==> config.mk <==
export PLATFORM = sky130hd
export DESIGN_NAME = fmc_ctrl
export DESIGN_NICKNAME = d
export VERILOG_FILES = /design/src/design/fmc_pkg.sv /design/src/design/fmc_sel_reg.sv /design/src/design/fmc_ctrl.sv
export SDC_FILE = /design/constraint.sdc
export NUM_CORES = 1
export LEC_CHECK = 0
export ABC_AREA = 1
export ABC_CLOCK_PERIOD_IN_PS = 8700
export BUFFER_PORTS_ARGS = -buffer_cell sky130_fd_sc_hd__clkbuf_2
export CAP_MARGIN = 20
export CELL_PAD_IN_SITES_DETAIL_PLACEMENT = 0
export CELL_PAD_IN_SITES_GLOBAL_PLACEMENT = 1
export CORE_MARGIN = 1
export CORE_UTILIZATION = 30
export CTS_CLUSTER_SIZE = 12
export DETAILED_ROUTE_END_ITERATION = 6
export PLACE_DENSITY = 0.7
export SKIP_LAST_GASP = 1
export SLEW_MARGIN = 20
export SYNTH_ARGS = -nofsm -noshare
export SYNTH_HDL_FRONTEND = slang
export SYNTH_HIERARCHICAL = 1
export SYNTH_SLANG_ARGS = --single-unit
export TNS_END_PERCENT = 20
==> constraint.sdc <==
create_clock -name sys_clk_in -period 8.7 [get_ports sys_clk_in]
set_input_delay 0.435 -clock sys_clk_in [delete_from_list [all_inputs] [get_ports sys_clk_in]]
set_output_delay 0.435 -clock sys_clk_in [all_outputs]
set_load 0.02 [all_outputs]
==> src/design/fmc_pkg.sv <==
// shared constants and types for the flash mode control block
package fmc_pkg;

    // ------------------------------------------------------------
    // register map and reset values
    // ------------------------------------------------------------
    localparam logic [15:0] FMC_CTRL_ADDR = 16'hff80;
    localparam logic [15:0] FMC_GAP_ADDR = 16'hff81;
    localparam logic [15:0] FMC_LARGE_ADDR = 16'hff82;
    localparam logic [15:0] FMC_SMALL_ADDR = 16'hff83;
    localparam logic [15:0] FMC_WAIT_ADDR = 16'hffc2;
    localparam logic [7:0] FMC_CTRL_RESET = 8'h00;
    localparam logic [7:0] FMC_SEL_RESET = 8'h00;
    localparam logic [7:0] FMC_WAIT_RESET = 8'h08;
    localparam logic [7:0] FMC_FIXED_READ = 8'hff;
    localparam logic [7:0] FMC_LARGE_LOCK_M2 = 8'h80;
    localparam logic [7:0] FMC_NO_LOCK = 8'h00;

    // ------------------------------------------------------------
    // field positions
    // ------------------------------------------------------------
    localparam int FMC_VPP_BIT = 7;
    localparam int FMC_EV_BIT = 3;
    localparam int FMC_PV_BIT = 2;
    localparam int FMC_E_BIT = 1;
    localparam int FMC_P_BIT = 0;
    localparam int FMC_RAMS_BIT = 7;
    localparam int FMC_RAM0_BIT = 6;

    // ------------------------------------------------------------
    // flash window ends per mode
    // ------------------------------------------------------------
    localparam logic [15:0] FMC_END_MODE2 = 16'hef7f;
    localparam logic [15:0] FMC_END_MODE3 = 16'hf77f;

    // ------------------------------------------------------------
    // boot loader bit-rate alignment timing
    // ------------------------------------------------------------
    localparam int FMC_CLK_HZ = 100_000_000;
    localparam int FMC_BOOT_MAX_BPS = 9600;
    // least bit time rounds up to whole cycles
    localparam int FMC_BOOT_MIN_BIT_CYC = (FMC_CLK_HZ + FMC_BOOT_MAX_BPS - 1) / FMC_BOOT_MAX_BPS;
    localparam int FMC_BOOT_LOW_BITS = 9;
    localparam int FMC_BAUD_W = 20;

    // ------------------------------------------------------------
    // types
    // ------------------------------------------------------------
    typedef enum logic [1:0] {
        FMC_MODE_ILLEGAL = 2'h0,
        FMC_MODE_EXT = 2'h1,
        FMC_MODE_ROM2 = 2'h2,
        FMC_MODE_ROM3 = 2'h3
    } fmc_mode_t;

    typedef enum logic [2:0] {
        FMC_OP_READ = 3'h0,
        FMC_OP_PROGRAM = 3'h1,
        FMC_OP_PVERIFY = 3'h3,
        FMC_OP_PREWRITE = 3'h7,
        FMC_OP_ERASE = 3'h2,
        FMC_OP_EVERIFY = 3'h6
    } fmc_op_t;

    typedef struct packed {
        logic [15:0] addr;
        logic rd;
        logic wr;
        logic word;
        logic [15:0] wdata;
    } fmc_bus_req_t;

endpackage

==> src/design/fmc_sel_reg.sv <==
// block-select register with per-bit write lock
`timescale 1ns/1ps
`default_nettype none

module fmc_sel_reg (
    input wire logic sys_clk_in,
    input wire logic reset_n_in,
    input wire logic clear_in,
    input wire logic write_in,
    input wire logic [7:0] lock_mask_in,
    input wire logic [7:0] wdata_in,
    output logic [7:0] bits_out
);
    import fmc_pkg::*;

    logic [7:0] next_bits;

    // locked bits keep their value through a write; clear beats a write and the lock
    assign next_bits = clear_in ? FMC_SEL_RESET :
                       write_in ? ((wdata_in & ~lock_mask_in) | (bits_out & lock_mask_in)) :
                       bits_out;

    always_ff @(posedge sys_clk_in) begin
        if (!reset_n_in) begin
            bits_out <= FMC_SEL_RESET;
        end else begin
            bits_out <= next_bits;
        end
    end

endmodule

`default_nettype wire

==> src/design/fmc_ctrl.sv <==
// flash mode control: mode decode, programming-supply gating, mode bits
// How it works
// - sixteen-bit path, byte and word in two states
// - window ends EF7F in mode 2, F77F mode 3
// - mode pins: 00 illegal, 01 external, else flash
// - five operations besides normal read
// - eight large and eight small selectable blocks
// - control and block registers reachable only with 12 V present
// - no 12 V: mode 2 external, mode 3 FF
// - mode 1: control and block registers ignore writes, read FF
// - control clears; reads 80 with 12 V
// - bit 7 shows programming supply present
// - bits 6 to 4 read zero
// - bit 3 selects erase-verify
// - bit 2 selects program-verify
// - bit 1 selects erase
// - bit 0 selects program
// - boot receiver aligns rate up to 9600 bps
// - block bits enable blocks, clear like control
// - mode 2 large block bit 7 locked
`timescale 1ns/1ps
`default_nettype none

module fmc_ctrl #(
    parameter int BOOT_MIN_BIT_CYC = fmc_pkg::FMC_BOOT_MIN_BIT_CYC
) (
    input wire logic sys_clk_in,
    input wire logic reset_n_in,
    input wire logic standby_in,
    input wire logic mode_pin_high_in,
    input wire logic mode_pin_low_in,
    input wire logic programming_power_pin_in,
    input wire fmc_pkg::fmc_bus_req_t bus_req_in,
    input wire logic [15:0] array_rdata_in,
    input wire logic boot_mode_in,
    input wire logic boot_rxd_in,
    output logic [15:0] rdata_out,
    output logic ack_out,
    output logic ext_sel_out,
    output logic illegal_mode_out,
    output logic array_wr_out,
    output logic [15:0] array_addr_out,
    output logic [15:0] array_wdata_out,
    output fmc_pkg::fmc_op_t op_state_out,
    output logic [7:0] large_block_out,
    output logic [7:0] small_block_out,
    output logic [7:0] wait_and_overlay_out,
    output logic baud_locked_out,
    output logic [fmc_pkg::FMC_BAUD_W-1:0] baud_bit_cycles_out
);
    import fmc_pkg::*;

    // ------------------------------------------------------------
    // mode decode and address windows
    // ------------------------------------------------------------
    fmc_mode_t mode;
    logic vpp, flash_on, mode2, mode3, in_flash, reg_area, regs_live;
    logic reg_external, reg_fixed, req, is_ext;
    logic [15:0] addr, window_end;

    assign mode = fmc_mode_t'({mode_pin_high_in, mode_pin_low_in});
    assign vpp = programming_power_pin_in;
    assign mode2 = (mode == FMC_MODE_ROM2);
    assign mode3 = (mode == FMC_MODE_ROM3);
    assign flash_on = mode2 | mode3;
    assign addr = bus_req_in.addr;
    assign req = bus_req_in.rd | bus_req_in.wr;
    assign window_end = mode3 ? FMC_END_MODE3 : FMC_END_MODE2;
    assign in_flash = flash_on && (addr <= window_end);
    assign reg_area = (addr[15:2] == FMC_CTRL_ADDR[15:2]);
    // registers exist only while the supply is up in a flash mode
    assign regs_live = flash_on && vpp;
    assign reg_external = reg_area && mode2 && !vpp;
    // mode 1 and supply-less mode 3 give a frozen all-ones area
    assign reg_fixed = reg_area && (!flash_on || (mode3 && !vpp));
    assign is_ext = !in_flash && !(reg_area && !reg_external) && (addr != FMC_WAIT_ADDR);

    // ------------------------------------------------------------
    // byte lanes: big-endian, even address on the high lane
    // ------------------------------------------------------------
    // functions read only their arguments, so every net re-evaluates on change
    function automatic logic wr_hit(input logic [15:0] a, input fmc_bus_req_t r);
        wr_hit = r.wr && ((r.addr == a) || (r.word && (r.addr[15:1] == a[15:1])));
    endfunction

    logic wr_ctrl, wr_large, wr_small, wr_wait;
    logic [7:0] even_wbyte, odd_wbyte;
    // even registers take the high lane of a word write
    assign even_wbyte = bus_req_in.word ? bus_req_in.wdata[15:8] : bus_req_in.wdata[7:0];
    assign odd_wbyte = bus_req_in.wdata[7:0];

    // control and block-select writes land only while the registers are live; wait writes always land
    assign wr_ctrl = regs_live && wr_hit(FMC_CTRL_ADDR, bus_req_in);
    assign wr_large = regs_live && wr_hit(FMC_LARGE_ADDR, bus_req_in);
    assign wr_small = regs_live && wr_hit(FMC_SMALL_ADDR, bus_req_in);
    assign wr_wait = bus_req_in.wr && (addr == FMC_WAIT_ADDR);

    // ------------------------------------------------------------
    // control register: supply flag plus four operation bits
    // ------------------------------------------------------------
    logic [3:0] ctrl_bits, next_ctrl_bits;
    logic [7:0] ctrl_value, ctrl_wbyte;

    assign ctrl_wbyte = even_wbyte;
    // standby or a missing supply wipes the mode bits on the next edge
    assign next_ctrl_bits = (standby_in || !vpp) ? FMC_CTRL_RESET[3:0] :
                            wr_ctrl ? ctrl_wbyte[3:0] : ctrl_bits;
    // reserved bits are constant zero, bit 7 mirrors the supply
    assign ctrl_value = {vpp, 3'h0, ctrl_bits};

    always_ff @(posedge sys_clk_in) begin
        if (!reset_n_in) begin
            ctrl_bits <= FMC_CTRL_RESET[3:0];
        end else begin
            ctrl_bits <= next_ctrl_bits;
        end
    end

    // ------------------------------------------------------------
    // block-select registers
    // ------------------------------------------------------------
    logic sel_clear;
    logic [7:0] large_lock;

    assign sel_clear = standby_in || !vpp;
    assign large_lock = mode2 ? FMC_LARGE_LOCK_M2 : FMC_NO_LOCK;

    // one bit per block, eight large and eight small
    fmc_sel_reg u_large (
        .sys_clk_in(sys_clk_in),
        .reset_n_in(reset_n_in),
        .clear_in(sel_clear),
        .write_in(wr_large),
        .lock_mask_in(large_lock),
        .wdata_in(even_wbyte),
        .bits_out(large_block_out)
    );

    fmc_sel_reg u_small (
        .sys_clk_in(sys_clk_in),
        .reset_n_in(reset_n_in),
        .clear_in(sel_clear),
        .write_in(wr_small),
        .lock_mask_in(FMC_NO_LOCK),
        .wdata_in(odd_wbyte),
        .bits_out(small_block_out)
    );

    // ------------------------------------------------------------
    // wait and overlay register; survives standby
    // ------------------------------------------------------------
    always_ff @(posedge sys_clk_in) begin
        if (!reset_n_in) begin
            wait_and_overlay_out <= FMC_WAIT_RESET;
        end else if (wr_wait) begin
            wait_and_overlay_out <= even_wbyte;
        end
    end

    // ------------------------------------------------------------
    // operation state
    // ------------------------------------------------------------
    logic protect, blocks_any, arm, zero_pgm;
    fmc_op_t next_op;

    // one overlay bit alone means ram emulation: no program or erase
    assign protect = wait_and_overlay_out[FMC_RAMS_BIT] ^ wait_and_overlay_out[FMC_RAM0_BIT];
    assign blocks_any = (|large_block_out) | (|small_block_out);
    assign arm = vpp && blocks_any && !protect;

    // fixed priority if software breaks the one-bit-at-a-time habit
    always_comb begin
        next_op = FMC_OP_READ;
        if (ctrl_bits[FMC_P_BIT] && arm) begin
            next_op = FMC_OP_PROGRAM;
        end else if (ctrl_bits[FMC_E_BIT] && arm) begin
            next_op = FMC_OP_ERASE;
        end else if (ctrl_bits[FMC_PV_BIT] && vpp) begin
            next_op = zero_pgm ? FMC_OP_PREWRITE : FMC_OP_PVERIFY;
        end else if (ctrl_bits[FMC_EV_BIT] && vpp) begin
            next_op = FMC_OP_EVERIFY;
        end
    end

    always_ff @(posedge sys_clk_in) begin
        if (!reset_n_in) begin
            op_state_out <= FMC_OP_READ;
        end else begin
            op_state_out <= next_op;
        end
    end

    // ------------------------------------------------------------
    // array programming strobe; remembers an all-zero write for prewrite
    // ------------------------------------------------------------
    logic pgm_write;

    assign pgm_write = bus_req_in.wr && in_flash && (op_state_out == FMC_OP_PROGRAM);

    always_ff @(posedge sys_clk_in) begin
        if (!reset_n_in) begin
            array_wr_out <= 1'b0;
            array_addr_out <= 16'h0000;
            array_wdata_out <= 16'h0000;
            zero_pgm <= 1'b0;
        end else begin
            array_wr_out <= pgm_write;
            array_addr_out <= pgm_write ? addr : array_addr_out;
            array_wdata_out <= pgm_write ? bus_req_in.wdata : array_wdata_out;
            if (pgm_write) begin
                zero_pgm <= (bus_req_in.wdata == 16'h0000);
            end else if (op_state_out == FMC_OP_ERASE) begin
                zero_pgm <= 1'b0;
            end
        end
    end

    // ------------------------------------------------------------
    // read data: answer one cycle after the request
    // ------------------------------------------------------------
    function automatic logic [7:0] rbyte(input logic [15:0] a, input logic [32:0] bk);
        if (bk[32]) begin
            rbyte = FMC_FIXED_READ;
        end else if (a == FMC_CTRL_ADDR) begin
            rbyte = bk[31:24];
        end else if (a == FMC_LARGE_ADDR) begin
            rbyte = bk[23:16];
        end else if (a == FMC_SMALL_ADDR) begin
            rbyte = bk[15:8];
        end else if (a == FMC_WAIT_ADDR) begin
            rbyte = bk[7:0];
        end else begin
            rbyte = 8'h00;
        end
    endfunction

    logic [15:0] reg_word, flash_word, next_rdata;
    logic [15:0] even_addr, odd_addr;
    logic [32:0] regs;
    assign even_addr = {addr[15:1], 1'b0};
    assign odd_addr = {addr[15:1], 1'b1};
    assign regs = {reg_fixed, ctrl_value, large_block_out, small_block_out, wait_and_overlay_out};
    assign reg_word = bus_req_in.word ? {rbyte(even_addr, regs), rbyte(odd_addr, regs)} :
                      {8'h00, rbyte(addr, regs)};
    // array answers in the request cycle, so two states suffice
    assign flash_word = bus_req_in.word ? array_rdata_in :
                        {8'h00, addr[0] ? array_rdata_in[7:0] : array_rdata_in[15:8]};
    assign next_rdata = !bus_req_in.rd ? 16'h0000 :
                        in_flash ? flash_word :
                        is_ext ? 16'h0000 : reg_word;

    always_ff @(posedge sys_clk_in) begin
        if (!reset_n_in) begin
            rdata_out <= 16'h0000;
            ack_out <= 1'b0;
            ext_sel_out <= 1'b0;
            illegal_mode_out <= 1'b0;
        end else begin
            rdata_out <= next_rdata;
            ack_out <= req;
            ext_sel_out <= req && is_ext;
            illegal_mode_out <= (mode == FMC_MODE_ILLEGAL);
        end
    end

    // ------------------------------------------------------------
    // boot receiver bit-rate alignment on a leading zero byte
    // ------------------------------------------------------------
    logic rxd_prev, low_run;
    logic [FMC_BAUD_W-1:0] low_cnt, bit_est;

    // nine bit times low: start bit plus eight zero data bits
    assign bit_est = low_cnt / FMC_BAUD_W'(FMC_BOOT_LOW_BITS);

    always_ff @(posedge sys_clk_in) begin
        if (!reset_n_in || !boot_mode_in) begin
            rxd_prev <= 1'b1;
            low_run <= 1'b0;
            low_cnt <= '0;
            baud_locked_out <= 1'b0;
            baud_bit_cycles_out <= '0;
        end else begin
            rxd_prev <= boot_rxd_in;
            if (!baud_locked_out && !boot_rxd_in && !(&low_cnt)) begin
                low_run <= 1'b1;
                low_cnt <= low_cnt + 1'b1;
            end else if (!baud_locked_out && low_run && boot_rxd_in && !rxd_prev) begin
                low_run <= 1'b0;
                low_cnt <= '0;
                // faster than the top rate is ignored and re-measured
                baud_locked_out <= (bit_est >= FMC_BAUD_W'(BOOT_MIN_BIT_CYC));
                baud_bit_cycles_out <= bit_est;
            end
        end
    end
endmodule

`default_nettype wire

# Word level (Yosys, flattened, before mapping)
# Cells that the tools add are included.
# totals
output_inout_bits	100
regBits	127
wordCells	139
inputBits	59
# op_classes
n_mux	30
order_cmp	2
n_bitwise	10
n_reduce_logical	62
n_eq_ne	13
div_mod_pow	1
n_addsub	1
# op_table
op	count
$mux W8	14
$eq A16 B16 Y1 const B	4
$mux W16	4
$eq A15 B15 Y1 const B	3
$mux W20	2
$logic_and A1 B1 Y1	32
$add A20 B1 Y20 const B	1
$div A20 B4 Y20 const B	1
$ge A20 B14 Y1 const B	1
$reduce_and A20 Y1	1
$and A8 B8 Y8	2
$le A16 B16 Y1	1
$logic_not A16 Y1	1
$ne A16 B16 Y1 const B	1
$reduce_or A8 Y1	2
$eq A14 B14 Y1 const B	1
$mux W13	1
$logic_not A1 Y1	12
$mux W3	3
$not A8 Y8	1
$or A8 B8 Y8	1
$logic_or A1 B1 Y1	6
$mux W1	5
$eq A2 B2 Y1 const B	2
other kinds (11)	17

# Longest topological paths before layout
# logic_depth
word_depth	10
depth_mapped	88
ltp_nobuf	88

# Modules after synthesis
# Netlist, hierarchy kept.
# modules_own_cells
mod	cells_per_inst	n_inst	area_per_inst_um2	seq_area_each_um2
fmc_ctrl	1151	1	7254.5	2162.1
fmc_sel_reg	60	2	420.4	160.2

# Worst setup path before layout
# Ideal clock, no wire load.
# synth_path
path_kind	reg-to-reg
start	register low_cnt[16]
end	register baud_locked_out
path_buffers	0
period_less_slack_ns	6.516
path_stages_with_launch	78
arrival_ns	6.383
required_time_ns	8.567
setup_time_ns	0.133
path_slack_ns	2.184
path_cell_list	dfxtp_1 inv_2 nand2_1 nor2_1 nor2_4 nand3_2 nand2_2 nand3_1 nand2_2 nand3_1 nand2_2 nand2_2 nand2_2 xor2_1 o21ai_0 nand3_2 o21ai_2 nand2_2 (+42 left out) nand2_1 nand2_1 nand2_2 nand2_2 nand2_2 nand2_1 inv_2 ha_1 inv_1 nand4_1 nand2_1 nand2_1 nor3_1 nand2_1 nand2_1 nand2_1 nand2_1 a21oi_1
# synth_via
elab_chain_len	5
word_cells_on_any_way	7
classes_between	1 x div; 1 x order compare; 1 x bitwise; 4 x reduce/logical
# synth_rtl
element	line_no	text
start, declared	fmc_ctrl.sv:270	logic [FMC_BAUD_W-1:0] low_cnt, bit_est;
start signal, assigned	fmc_ctrl.sv:286	low_cnt <= low_cnt + 1'b1;
branches (longest 5 deep; another with $div A20 B4 Y20)	n/a	
end signal, assigned	fmc_ctrl.sv:291	baud_locked_out <= (bit_est >= FMC_BAUD_W'(BOOT_MIN_BIT_CYC));
end, declared	fmc_ctrl.sv:48	output logic baud_locked_out,
# Several ways; the timed one is not identified.
# A chain may end at the register's enable or synchronous reset.

# Worst setup path after layout
# layout_path
start	register low_cnt[19]
end	register baud_locked_out
# Same word-level chain as after synthesis.

==> metrics.md <==
| Metric | Value |
|---|---|
| Run status | complete, but fails checks |
| Failing checks | DRC |
| Die area | between 20000 and 30000 sq um |
| Dpl hpwl | between 20000 and 25000 um |
| GR peak layer | met2 |
| I/O Buffers | between 150 and 200 |
| Initial antenna violation count | 0 |
| Sequential-to-total area share from yosys stat | ~31% |
| Cell depth of the worst min-delay path | 3 |
| Clock transition at path regs | about 0.06 ns |
| Share of the synthesized area in the top cell type | around 31% |
| Critical Path AT | 7.78 ns |
| Number of global-route vias before repair | a little over 8000 |
| # setup viols final | 0 |
| RePlAce Congestion | between 0.8 and 0.9 |
| CTS Buffer Depth | 2 |
| I/O pin count | approximately 160 |
| Drt drc | 5 |
| VDD IR max | about 0.0001 V |
| Syn Inst Count | roughly 1300 |
| Hold violation count in the final report | 0 |
| CP dominant cell by count | nand2_2 |
| Clock sinks | 124 |
| P_leak | 0.00452 uW |
| Final Slew Violations | 0 |
| Core Region | 26300 sq um |
| Setup bufs post-CTS | 0 |
| Global-route wire length before repair | around 43000 um |
| Post-synth top flop | dfxtp_1 |
| Die W | 166 um |
| WP data required | between 8 and 9 ns |
| GRT Overall Usage | 19.3% |
| Warnings from Yosys | 6 |
| CP peak stage delay | about 0.37 ns |
| Worst-Margin Slew | between 0.9 and 1 ns |
| Relative slew margins | 35.5% |
| Flop2flop setup slack | between 1 and 1.5 ns |
| Yosys cell types | 58 |
| Nature of the critical path startpoint | flop |
| Commonest cells post-synth | 269 x nand2_1, 204 x inv_1, 124 x dfxtp_1, 99 x nor2_1, 98 x a21oi_1 |
| Die Y-Extent | approximately 170 um |
| Initial Utilization | a little under a third |
| Global-route met3 utilization | 3.62% |
| Skew-Pair Late Insertion Delay | between 0.4 and 0.5 ns |
| Hold_ws | 0.217 ns |
| Skew final | between 0.01 and 0.015 ns |
| Antenna Nets Post-Route | 0 |
| Via count | between 8000 and 9000 |
| H-tree levels | 4 |
| Setup Crit Path Kind | flop to flop |
| Total clock buffers created by CTS | 17 |
| Non-filler cells, final | ~1800 |
| Detailed Route WL | roughly 26000 um |
| CTS tree | built |
| FF-to-FF path depth | just under 80 |
| Synth area leader | dfxtp_1 |
| Layout Nets | between 1000 and 1500 |
| Total grt overflow | 0 |
| Max Freq | about 0.13 GHz |
| Routed len/inst | roughly 15 um |
| Avg Cell Area, Syn | ~6.4 sq um |
| Hold Path Class | primary input to flop |
| Initial DRC count | 483 |
| Count leader, synth | nand2_1 |
| Hold Buf Count CTS | 0 |
| CTS root buffer | clkbuf_16 |
| Crit path max-delay cell type | dfxtp_1 |
| Setup TNS | 0 ns |
| Crit path max fanout | 7 |
| Std cell rows | ~60 |
| Grt met1 use | roughly 25% |
| M2 GR Usage | between 30% and 40% |
| Period utilisation layout | between 80 and 90% |
| Antenna diode count | 0 |
| Top cells by area, synth | dfxtp_1 31%, nand2_1 12%, inv_1 9.5% |
| Yosys reg bits | about 120 |
| EDFF count, synth | 0 |
| Pwr dens | around 140 nW/um^2 |
| CP Capture Type | flop |
| Reg2reg end | baud_locked_out |
| Hold_sp | boot_rxd_in |
| Fraction of layout cells with a size suffix above 1 | between 20% and 30% |
| RSZ-0062 raised after global routing | false |
| Netlist Area Pre-Place | 8100 sq um |
| Async SR Flop Fraction | 0% |
| Post-CTS resize count | 0 |
| Hold Path Sink | rxd_prev |
| DRT Pass-1 Iters | 7 |
| Layout Area Growth over Synthesis | 21.0% |
| Routed vias/inst | about 4.8 |
| Tmin final | roughly 7.5 ns |
| Pin count of the biggest net entering global routing | between 40 and 50 |
| Max cap viols | 0 |
| Dpl cells | ~1700 |
| RR Startpoint | low_cnt[19] |
## cell families after synthesis
group | synth area share (%)
and+or+nand+nor | 36.4
adders and majority gates | 1.08
xor gates and xnor gates | 0.866
other | 0.0463
AOI/OAI and AO/OA | 17.5
muxes | 0.124
DFF | 30.7
buffers and inverters | 13.3
## per-layer routing
metal / part of all wire (%) / up-vias
li1: - / 4432
met1: 48 / 3885
met2: 46 / 202
met3: 4.2 / 42
met4: 2.2 / 0
met5: 0 / -
## worst max-delay path, delay by kind of cell (launching register included)
family / cells / cell delay [ns]
adders and majority gates: 1 / 0.16
and+or+nand+nor: 70 / 6.30
AOI/OAI and AO/OA: 1 / 0.06
DFF: 1 / 0.37
buffers and inverters: 7 / 0.46
## cell usage in the layout (no fill, tap or decap), types with 3 or more instances in the layout
cell type	netlist	layout
a211oi_1	8	8
a21oi_1	98	98
clkbuf_16	0	17
clkbuf_2	0	155
clkinv_1	6	6
clkinvlp_4	0	3
conb_1	1	18
dfxtp_1	124	124
ha_1	7	7
inv_1	204	204
inv_2	24	24
inv_6	0	3
inv_8	0	6
nand2_1	269	269
nand2_2	42	42
nand2_4	12	12
nand3_1	92	91
nand3_2	13	14
nand4_1	21	21
nand4_2	8	8
nor2_1	99	97
nor2_2	1	3
nor3_1	24	24
nor4_1	16	16
o2111ai_1	9	9
o211ai_1	12	12
o21ai_0	81	81
o21ai_1	4	4
o22ai_1	10	10
xor2_1	7	7
## worst max path at each step
stage,startpoint,to,cells after the start
after floorplan,low_cnt[16],baud_locked_out,77
after global placement,low_cnt[19],baud_locked_out,78
after detailed placement,low_cnt[19],baud_locked_out,78
after CTS,low_cnt[19],baud_locked_out,76
after global routing,low_cnt[17],baud_locked_out,74
final,low_cnt[19],baud_locked_out,79
## layout make-up
type                            instances  area, sq um
Fill cell                            2899        16500
Multi-Input combinational cell        888         4610
Sequential cell                       124         2480
Inverter                              234          878
Timing Repair Buffer                  157          811
Clock buffer                           17          425
Tap cell                              335          419
Clock inverter                         15          171
## through the flow
stage | setup slack (ns) | utilization (%) | power [uW] | cell area (sq um)
6_report | 1.19 | 37.3 | 1400 | 9800
5_1_grt | 0.104 | 37.3 | 1450 | 9800
4_1_cts | 1.15 | 37.3 | 1420 | 9790
3_5_place_dp | 1.18 | 35.0 | 681 | 9200
3_3_place_gp | 1.32 | 34.9 | 681 | 9170
2_1_floorplan | 2.18 | - | 640 | 8160
## power by group
group          internal (uW)  switching (uW)  leakage (uW)
sequential               571            2.25       0.00100
clock                    410             321      0.000285
combinational           27.4            67.5       0.00323
Power figures use the tool's default switching activity.
